**src/respiration_control_defs.svh**
```systemverilog
// Register indices, field positions, reset values and timing figures for the excitation block
`ifndef RESPIRATION_CONTROL_DEFS_SVH
`define RESPIRATION_CONTROL_DEFS_SVH

// ----------------------------------------------------------------------------
// Register map (indices; byte address is four times the index)
// ----------------------------------------------------------------------------
`define RESPIRATION_CONTROL_IDX 8'h16
`define CFG4_IDX 8'h17
`define REG_W 8
`define REG_RST 8'h00

// ----------------------------------------------------------------------------
// Field positions
// ----------------------------------------------------------------------------
`define DEMOD_EN_BIT 7
`define MOD_EN_BIT 6
`define PH_MSB 4
`define PH_LSB 2
`define MODE_MSB 1
`define MODE_LSB 0
`define FREQ_MSB 7
`define FREQ_LSB 5

// ----------------------------------------------------------------------------
// Field codes
// ----------------------------------------------------------------------------
`define FREQ_32K 3'h1
`define PH_UNDEF 3'h7
`define PH_STEP_BITS 4
`define PINS_RELEASED 3'h7

// ----------------------------------------------------------------------------
// Timing
// ----------------------------------------------------------------------------
`define CLK_HZ 20000000
`define MOD_BASE_HZ 64000

`endif

```
**src/respiration_control_pkg.sv**
```systemverilog
// Types shared by the excitation control block
package respiration_control_pkg;

	// ----------------------------------------------------------------------------
	// Breathing mode codes
	// ----------------------------------------------------------------------------
	typedef enum logic [1:0] {
		MODE_NONE = 2'h0,
		MODE_EXT = 2'h1,
		MODE_INT_USER = 2'h3,
		MODE_INT = 2'h2
	} breathing_mode_t;

	// ----------------------------------------------------------------------------
	// Registered state of the top module, apart from the half-period monitor and the tone generator
	// ----------------------------------------------------------------------------
	typedef struct packed {
		logic [7:0] respiration_control;
		logic [7:0] cfg4;
		logic [7:0] rdata;
		logic mod_clk;
		logic demod_clk;
		logic drive_pos;
		logic drive_neg;
		logic [2:0] pin_out;
		logic [2:0] pin_oe_n;
		logic [2:0] level;
	} ctrl_state_t;

endpackage

```
**src/respiration_control_tone_gen.sv**
```systemverilog
// Phase accumulator that makes the excitation wave and its phase-shifted copy
`timescale 1ns/10ps
`include "respiration_control_defs.svh"

module respiration_control_tone_gen
	import respiration_control_pkg::*;
#(
	parameter int ACC_W = 32,
	parameter int CLK_HZ = `CLK_HZ,
	parameter int BASE_HZ = `MOD_BASE_HZ
) (
	input logic pclk,
	input logic presetn,
	input logic [2:0] freq_sel,
	input logic [2:0] phase_sel,
	input logic phase_apply,
	output logic ref_wave,
	output logic lag_wave
);

	// ----------------------------------------------------------------------------
	// Increment for the top setting; each step down halves it
	// ----------------------------------------------------------------------------
	localparam longint unsigned inc_wide = (longint'(BASE_HZ) << ACC_W) / longint'(CLK_HZ);
	localparam logic [ACC_W-1:0] inc_base = inc_wide[ACC_W-1:0];

	if (ACC_W < 16 || ACC_W > 32 || BASE_HZ * 2 >= CLK_HZ) begin : g_bad_cfg
		$error("respiration_control_tone_gen: accumulator width or rates out of range");
	end

	typedef struct packed {
		logic [ACC_W-1:0] acc;
		logic ref_q;
		logic lag_q;
	} tone_state_t;

	tone_state_t st;
	tone_state_t nxt;
	logic [ACC_W-1:0] inc;
	logic [ACC_W-1:0] offset;
	logic [ACC_W-1:0] lag_acc;
	logic [3:0] ph_steps;

	// Next accumulator and both wave bits; waves taken from the next value
	always_comb begin
		nxt = st;
		inc = inc_base >> freq_sel;
		ph_steps = {1'b0, phase_sel} + 4'h1;
		// A 1/16 turn is 22.5 degrees, so the lag is (code+1) sixteenths
		offset = phase_apply ? {ph_steps, {(ACC_W - `PH_STEP_BITS){1'b0}}} : '0;
		nxt.acc = st.acc + inc;
		lag_acc = nxt.acc - offset;
		nxt.ref_q = nxt.acc[ACC_W-1];
		nxt.lag_q = lag_acc[ACC_W-1];
	end

	// State register
	always_ff @(posedge pclk or negedge presetn) begin
		if (!presetn) begin
			st <= '0;
		end else begin
			st <= nxt;
		end
	end

	assign ref_wave = st.ref_q;
	assign lag_wave = st.lag_q;
endmodule

```
**src/respiration_excitation_ctrl.sv**
```systemverilog
// APB register bank and excitation timing for the breathing impedance function
//
// How it works
// - Control bit 7 switches the channel 1 demodulation output on or off.
// - Control bit 6 switches the channel 1 modulation output on or off.
// - Phase field lags demodulation by 22.5 degree steps in modes 01 and 10; code 111 is undefined.
// - Mode field picks none, external, internal, or internal with user signals.
// - Frequency field steers the waveform while mode is internal with internal signals.
// - Frequency codes 000 and 001 give a 64 kHz or 32 kHz modulation clock.
// - Codes 010 to 111 give square waves on pins 3 and 4, 16 kHz to 500 Hz.
// - Pin 4 carries the inverse of pin 3 while a square wave runs.
// - Control register sits at index 16h and resets to zero.
// - Fourth configuration register sits at index 17h and resets to zero.
// - Modes 01 and 11 withhold pins 2, 3 and 4 from general-purpose use.
`timescale 1ns/10ps
`include "respiration_control_defs.svh"

module respiration_excitation_ctrl
	import respiration_control_pkg::*;
#(
	parameter int ADDR_W = 8,
	parameter int ACC_W = 32
) (
	input logic pclk,
	input logic presetn,
	input logic psel,
	input logic penable,
	input logic pwrite,
	input logic [ADDR_W-1:0] paddr,
	input logic [31:0] pwdata,
	output logic [31:0] prdata,
	output logic pready,
	output logic pslverr,
	input logic [2:0] gp_is_input,
	input logic [2:0] gp_data,
	input logic aux_pin_2_in,
	output logic aux_pin_2_out,
	output logic aux_pin_2_oe_n,
	input logic aux_pin_3_in,
	output logic aux_pin_3_out,
	output logic aux_pin_3_oe_n,
	input logic aux_pin_4_in,
	output logic aux_pin_4_out,
	output logic aux_pin_4_oe_n,
	output logic [2:0] gp_level,
	output logic gpio_pins_free,
	output logic demod_enable_ch1,
	output logic mod_enable_ch1,
	output logic mod_clk,
	output logic demod_clk,
	output logic mod_drive_pos,
	output logic mod_drive_neg
);

	// ----------------------------------------------------------------------------
	// Constants and elaboration check
	// ----------------------------------------------------------------------------
	localparam logic [ADDR_W-1:0] respiration_control_addr = ADDR_W'(`RESPIRATION_CONTROL_IDX * 4);
	localparam logic [ADDR_W-1:0] cfg4_addr = ADDR_W'(`CFG4_IDX * 4);
	localparam int half_64k = `CLK_HZ / (2 * `MOD_BASE_HZ);
	localparam int half_min = half_64k - 2;
	localparam int half_max = half_64k + 1;
	localparam int half32_min = 2 * half_64k - 2;
	localparam int half32_max = 2 * half_64k + 2;
	localparam ctrl_state_t st_rst = '{
		respiration_control: `REG_RST,
		cfg4: `REG_RST,
		rdata: `REG_RST,
		pin_oe_n: `PINS_RELEASED,
		default: '0
	};

	if (ADDR_W < 7 || ADDR_W > 32) begin : g_bad_addr
		$error("respiration_excitation_ctrl: address width cannot hold the map");
	end

	// ----------------------------------------------------------------------------
	// Declarations
	// ----------------------------------------------------------------------------
	ctrl_state_t st;
	ctrl_state_t nxt;
	breathing_mode_t mode;
	logic [2:0] freq;
	logic [2:0] phase;
	logic demod_on;
	logic mod_on;
	logic clock_path;
	logic square_act;
	logic internal;
	logic withheld;
	logic phase_apply;
	logic hit_respiration_control;
	logic hit_cfg4;
	logic rd_setup;
	logic wr_access;
	logic ref_wave;
	logic lag_wave;
	logic [2:0] pin_in;

	// Field decode from the stored registers
	assign mode = breathing_mode_t'(st.respiration_control[`MODE_MSB:`MODE_LSB]);
	assign freq = st.cfg4[`FREQ_MSB:`FREQ_LSB];
	assign phase = st.respiration_control[`PH_MSB:`PH_LSB];
	assign demod_on = st.respiration_control[`DEMOD_EN_BIT];
	assign mod_on = st.respiration_control[`MOD_EN_BIT];
	assign clock_path = (freq <= `FREQ_32K);
	assign square_act = !clock_path && (mode == MODE_INT);
	assign internal = (mode == MODE_INT) || (mode == MODE_INT_USER);
	assign withheld = (mode == MODE_EXT) || (mode == MODE_INT_USER);
	assign phase_apply = clock_path && ((mode == MODE_EXT) || (mode == MODE_INT));
	assign pin_in = {aux_pin_4_in, aux_pin_3_in, aux_pin_2_in};

	// ----------------------------------------------------------------------------
	// APB slave decode
	// ----------------------------------------------------------------------------
	// Zero-wait slave; read data is latched in setup so prdata comes from a flop
	assign hit_respiration_control = (paddr == respiration_control_addr);
	assign hit_cfg4 = (paddr == cfg4_addr);
	assign rd_setup = psel && !penable && !pwrite;
	assign wr_access = psel && penable && pwrite;
	assign pready = 1'b1;
	assign pslverr = psel && penable && !hit_respiration_control && !hit_cfg4;

	// ----------------------------------------------------------------------------
	// Wave source
	// ----------------------------------------------------------------------------
	respiration_control_tone_gen #(
		.ACC_W(ACC_W),
		.CLK_HZ(`CLK_HZ),
		.BASE_HZ(`MOD_BASE_HZ)
	) u_tone (
		.pclk(pclk),
		.presetn(presetn),
		.freq_sel(freq),
		.phase_sel(phase),
		.phase_apply(phase_apply),
		.ref_wave(ref_wave),
		.lag_wave(lag_wave)
	);

	// Next state: register writes, read capture, excitation and pin muxing
	always_comb begin
		nxt = st;
		if (wr_access && hit_respiration_control) begin
			nxt.respiration_control = pwdata[`REG_W-1:0];
		end
		if (wr_access && hit_cfg4) begin
			nxt.cfg4 = pwdata[`REG_W-1:0];
		end
		if (rd_setup) begin
			nxt.rdata = hit_respiration_control ? st.respiration_control : (hit_cfg4 ? st.cfg4 : `REG_RST);
		end
		// Clocks idle low when gated; the gate acts at once, so a high phase can be cut short
		nxt.mod_clk = mod_on && (mode != MODE_NONE) && clock_path && ref_wave;
		nxt.demod_clk = demod_on && (mode != MODE_NONE) && clock_path
			&& (phase != `PH_UNDEF) && lag_wave;
		nxt.drive_pos = mod_on && internal && clock_path && ref_wave;
		nxt.drive_neg = mod_on && internal && clock_path && !ref_wave;
		for (int i = 0; i < 3; i++) begin
			if (square_act && (i != 0)) begin
				nxt.pin_oe_n[i] = 1'b0;
				nxt.pin_out[i] = (i == 1) ? ref_wave : !ref_wave;
			end else if (withheld) begin
				nxt.pin_oe_n[i] = 1'b1;
				nxt.pin_out[i] = 1'b0;
			end else begin
				nxt.pin_oe_n[i] = gp_is_input[i];
				nxt.pin_out[i] = gp_data[i];
			end
			nxt.level[i] = !withheld && pin_in[i];
		end
	end

	// State register
	always_ff @(posedge pclk or negedge presetn) begin
		if (!presetn) begin
			st <= st_rst;
		end else begin
			st <= nxt;
		end
	end

	// ----------------------------------------------------------------------------
	// Outputs
	// ----------------------------------------------------------------------------
	assign prdata = {{(32 - `REG_W){1'b0}}, st.rdata};
	assign aux_pin_2_out = st.pin_out[0];
	assign aux_pin_2_oe_n = st.pin_oe_n[0];
	assign aux_pin_3_out = st.pin_out[1];
	assign aux_pin_3_oe_n = st.pin_oe_n[1];
	assign aux_pin_4_out = st.pin_out[2];
	assign aux_pin_4_oe_n = st.pin_oe_n[2];
	assign gp_level = st.level;
	assign gpio_pins_free = !withheld;
	assign demod_enable_ch1 = demod_on;
	assign mod_enable_ch1 = mod_on;
	assign mod_clk = st.mod_clk;
	assign demod_clk = st.demod_clk;
	assign mod_drive_pos = st.drive_pos;
	assign mod_drive_neg = st.drive_neg;

	// Half-period monitor; restarts whenever either register changes
	logic [9:0] half_cnt;
	logic [1:0] tog_seen;
	always_ff @(posedge pclk or negedge presetn) begin
		if (!presetn) begin
			half_cnt <= '0;
			tog_seen <= '0;
		end else if (nxt.respiration_control != st.respiration_control || nxt.cfg4 != st.cfg4) begin
			half_cnt <= '0;
			tog_seen <= '0;
		end else if (nxt.mod_clk != st.mod_clk) begin
			half_cnt <= '0;
			tog_seen <= (tog_seen == 2'h3) ? tog_seen : tog_seen + 2'h1;
		end else begin
			half_cnt <= half_cnt + 10'h1;
		end
	end
endmodule

```
**config.mk**
```make
export PLATFORM = sky130hd
export DESIGN_NAME = respiration_excitation_ctrl
export DESIGN_NICKNAME = d
export VERILOG_FILES = /design/src/respiration_control_pkg.sv /design/src/respiration_control_tone_gen.sv /design/src/respiration_excitation_ctrl.sv
export VERILOG_INCLUDE_DIRS = /design/src
export SDC_FILE = /design/constraint.sdc
export NUM_CORES = 1
export LEC_CHECK = 0
export BUFFER_PORTS_ARGS = -buffer_cell sky130_fd_sc_hd__buf_2
export CAP_MARGIN = 25
export CORE_UTILIZATION = 35
export CTS_CLUSTER_DIAMETER = 80
export CTS_CLUSTER_SIZE = 30
export DETAILED_ROUTE_END_ITERATION = 7
export GPL_ROUTABILITY_DRIVEN = 0
export HOLD_SLACK_MARGIN = 0.06
export MAX_ROUTING_LAYER = met4
export PLACE_DENSITY = 0.65
export SKIP_LAST_GASP = 1
export SLEW_MARGIN = 10
export SYNTH_ARGS = -nofsm -noshare
export SYNTH_HDL_FRONTEND = slang
export SYNTH_SLANG_ARGS = --single-unit
```
**constraint.sdc**
```tcl
create_clock -name pclk -period 6.26 [get_ports pclk]
set_input_delay 0.313 -clock pclk [delete_from_list [all_inputs] [get_ports pclk]]
set_output_delay 0.313 -clock pclk [all_outputs]
set_load 0.03 [all_outputs]
```
==> summary.txt <==
Logic synthesis
  – Sequential area share after synthesis: 37.7%
  – EDFF count, synth: 0
  – Warning count from the yosys run: 0
  – Synth top area cells: dfrtp_1 (36%), ha_1 (10%), buf_4 (5.8%)
  – Post-synthesis cell count: 471
  – #FFs+latches synth: 70
  – Async SR Flop Fraction: 100%
  – Cell area after synthesis: 0.00465 mm^2
  – Syn Area/Cell: 9.88 um^2
  – Cell with the most instances after synthesis: dfrtp_1
  – Ys flop type: dfrtp_1
  – Top cell type's share of synthesized area: 36.0%
  – Most frequent cells after synthesis: dfrtp_1 (67), ha_1 (39), nand2_1 (37), buf_4 (36), nor2_1 (33)
  – Post-synth cell types: 73
  – Post-synth top area cell: dfrtp_1

Clock tree
  – Root Driver: clkbuf_16
  – CTS tree: yes
  – Setup Fix Bufs, Post-CTS: 0
  – H-tree depth: 3
  – Skew-Pair Late Insertion Delay: 0.34 ns
  – Num CTS Buffers: 9
  – CTS-repair resized insts: 0
  – Hold buffer count at cts: 0
  – CTS Sinks: 70
  – Reg clk slew, reported paths: 0.06 ns
  – CTS Buffer Depth: 2

STA
  – Layout Skew: 0.00610 ns
  – Fin Setup TNS: 0 ns
  – Hold Violations, Final: 0
  – Worst slew pin tran: 0.902 ns
  – Unrepaired setup endpoints after global routing: no
  – Max Slew Vio Count: 0
  – Final worst slack: 1.27 ns
  – F_max: 200 MHz
  – Hold WS: 0.161 ns
  – Setup violators final: 0
  – Post-layout minimum cycle time: 4.99 ns
  – Final worst-path cycle share: 79.7%
  – Rel. slew slack: 39.8%

Critical path
  – Most frequent cell on the critical path: nor2_1
  – Reg2Reg Setup Slack: 1.27 ns
  – CP max stage cell: dfrtp_1
  – Crit Path Class: reg -> reg
  – Capture point of the worst path: u_tone.lag_wave$_DFF_PN0_
  – Setup crit end kind: register
  – CP required: 6.52 ns
  – Max FO, Critical Path: 21
  – Critical Path Source: freq[2]$_DFFE_PN0P_
  – Worst R2R Start: freq[2]$_DFFE_PN0P_
  – FF-to-FF End: u_tone.lag_wave$_DFF_PN0_
  – Worst reg-to-reg path cell count: 18
  – Cell Chain, Critical Path: inv_1, nor2_1, nor2_1, fa_1, a211oi_2, o211ai_2, a2111oi_4, nor3_2, nor3_2, nor2_1, xor2_1, ha_1, a211oi_1, nand3_1, o22a_1, and2_1, a31oi_1, xor2_1
  – Crit path launch type: register
  – CP Data Arrival Time: 5.25 ns
  – Worst stage delay on the critical path: 0.77 ns

Die
  – Die Ht: 117 um
  – Die area: 0.0138 mm^2
  – # IOs: 104
  – Chip width: 117 um
  – Initial Util: 36.4%
  – Core area: 0.0128 mm^2
  – Core Rows: 41

Placement
  – Buffers on Ports: 54
  – Post-Place Worst Slack: 1.29 ns
  – DP Wirelength: 6940 um

Drt
  – Post-route ant nets: 0
  – DRC: 0
  – 1st-iter DRT viols: 181
  – Vias/cell: 4.94
  – Vias: 3,412
  – Total Wirelength: 9370 um
  – Pre-antenna DRT Iters: 4
  – Wire length per cell: 13.6 um

Status
  – Status: finished clean

Cells and area
  – Fillers: 1,276
  – Nets: 607
  – Sequential cell area: 0.00176 mm^2
  – Number of diodes: 0
  – Synthesis-to-layout area growth: 11.2%
  – Share of cells above drive strength 1: 20.7%
  – Multi-input gate area: 0.00258 mm^2

Global routing
  – First-pass GRT wire length: 15,400 um
  – Number of global-route vias before repair: 3,303
  – Global Route Usage Sum: 14.9%
  – Initial antenna violation count: 0
  – Total global routing overflow: 0
  – Largest net degree at the start of global routing: 71

Power and ir drop
  – Static Leak: 2.47 nW
  – Peak VDD IR: 0.124 mV
  – P per Cell Area: 412 mW/mm^2

Flow run
  – Max-cap violations: 0

Min path
  – Hold Crit Class: in -> reg
==> critical path: cells and delay by family (launching register included) <==
kind,cells,cell delay (ns)
AO/OA/AOI/OAI,6,1.48
XOR/XNOR,2,0.33
adder cells (fa/ha/maj),2,0.78
buffers and inverters,1,0.29
flip-flops,1,0.77
AND/OR/NAND/NOR,7,1.25
==> placed cells by master, fill, tap and decap left out, drive strengths merged, types with 2 or more instances in the layout <==
| master | n |
|---|---|
| buf | 55 |
| nor2 | 35 |
| a21boi | 2 |
| xnor2 | 17 |
| a211oi | 7 |
| a31oi | 5 |
| a21oi | 32 |
| nand4 | 3 |
| o21ai | 27 |
| nor2b | 3 |
| inv | 18 |
| a31o | 2 |
| conb | 25 |
| o21bai | 6 |
| xor2 | 9 |
| dfstp | 3 |
| nor3b | 2 |
| a21o | 13 |
| and2 | 5 |
| a2111oi | 3 |
| nor3 | 6 |
| dfrtp | 67 |
| nand2 | 37 |
| o31ai | 8 |
| ha | 39 |
| and3 | 7 |
| o211ai | 3 |
| clkbuf | 11 |
| o21a | 3 |
| clkinv | 4 |
| mux2 | 15 |
| mux2i | 10 |
| o31a | 2 |
| nand3 | 16 |
==> per-stage QoR <==
step           cell area, um^2  utilization [%]  power, mW  cells
4_1_cts                   5170             40.5       2.15    690
3_5_place_dp              4890             38.3       1.66    674
5_1_grt                   5170             40.5       2.30    690
3_3_place_gp              4890             38.3       1.63    674
6_report                  5170             40.5       2.13    690
2_1_floorplan             4740                -       1.50    494
==> registers in the layout, indices dropped and copies added, names as in the netlist, 2 cells and up <==
signal and flops:
freq 3, st 6, u_tone.st 32, mode 2, phase 3, gp_level 3
prdata 8
==> routing by layer <==
| metal | share of wire [%] | global-route usage (%) | up-vias | wire, um |
|---|---|---|---|---|
| met5 | 0 | - | - | 0 |
| met4 | 1.7 | 5.15 | 0 | 156 |
| met3 | 5.6 | 3.50 | 15 | 526 |
| met2 | 46 | 24.4 | 96 | 4290 |
| met1 | 47 | 18.1 | 1612 | 4390 |
| li1 | - | - | 1689 | - |
==> worst min-delay path by stage <==
stage | from | endpoint | slack (ns) | cells after the start
6_report | gp_is_input[0] | aux_pin_2_oe_n$_DFF_PN1_ | 0.16 | 2
4_1_cts | gp_is_input[0] | aux_pin_2_oe_n$_DFF_PN1_ | 0.15 | 2
3_3_place_gp | u_tone.st[28]$_DFF_PN0_ | u_tone.st[28]$_DFF_PN0_ | 0.45 | 1
2_1_floorplan | presetn | aux_pin_2_out$_DFF_PN0_ | 0.02 | 0
5_1_grt | gp_is_input[0] | aux_pin_2_oe_n$_DFF_PN1_ | 0.15 | 2
3_5_place_dp | u_tone.st[28]$_DFF_PN0_ | u_tone.st[28]$_DFF_PN0_ | 0.45 | 1
==> cell families (layout without fill, tap and decap cells) <==
| group | count (synthesis) | after routing | synth area share (%) |
|---|---|---|---|
| AO/OA/AOI/OAI | 122 | 122 | 18.9 |
| AND/OR/NAND/NOR | 121 | 121 | 12.9 |
| flip-flops | 70 | 70 | 37.7 |
| buffers and inverters | 65 | 89 | 8.71 |
| adder cells (fa/ha/maj) | 40 | 40 | 10.9 |
| XOR/XNOR | 26 | 26 | 4.90 |
| multiplexers | 25 | 25 | 5.78 |
| other | 2 | 25 | 0.161 |
==> report_power, final <==
| group | switching, mW | total (mW) | internal, mW |
|---|---|---|---|
| Sequential | 0.0637 | 0.638 | 0.574 |
| Clock | 0.196 | 0.475 | 0.279 |
| Combinational | 0.590 | 1.02 | 0.430 |
==> cell type report <==
class / count / share of cell area (%)
inverters: 18 / 1.31
clock inverters: 5 / 0.677
repair buffers: 55 / 5.37
well taps: 172 / 4.16
flip-flops and latches: 70 / 33.9
clock buffers: 11 / 4.69
multi-input cells: 359 / 49.8
Power figures use the tool's default switching activity.
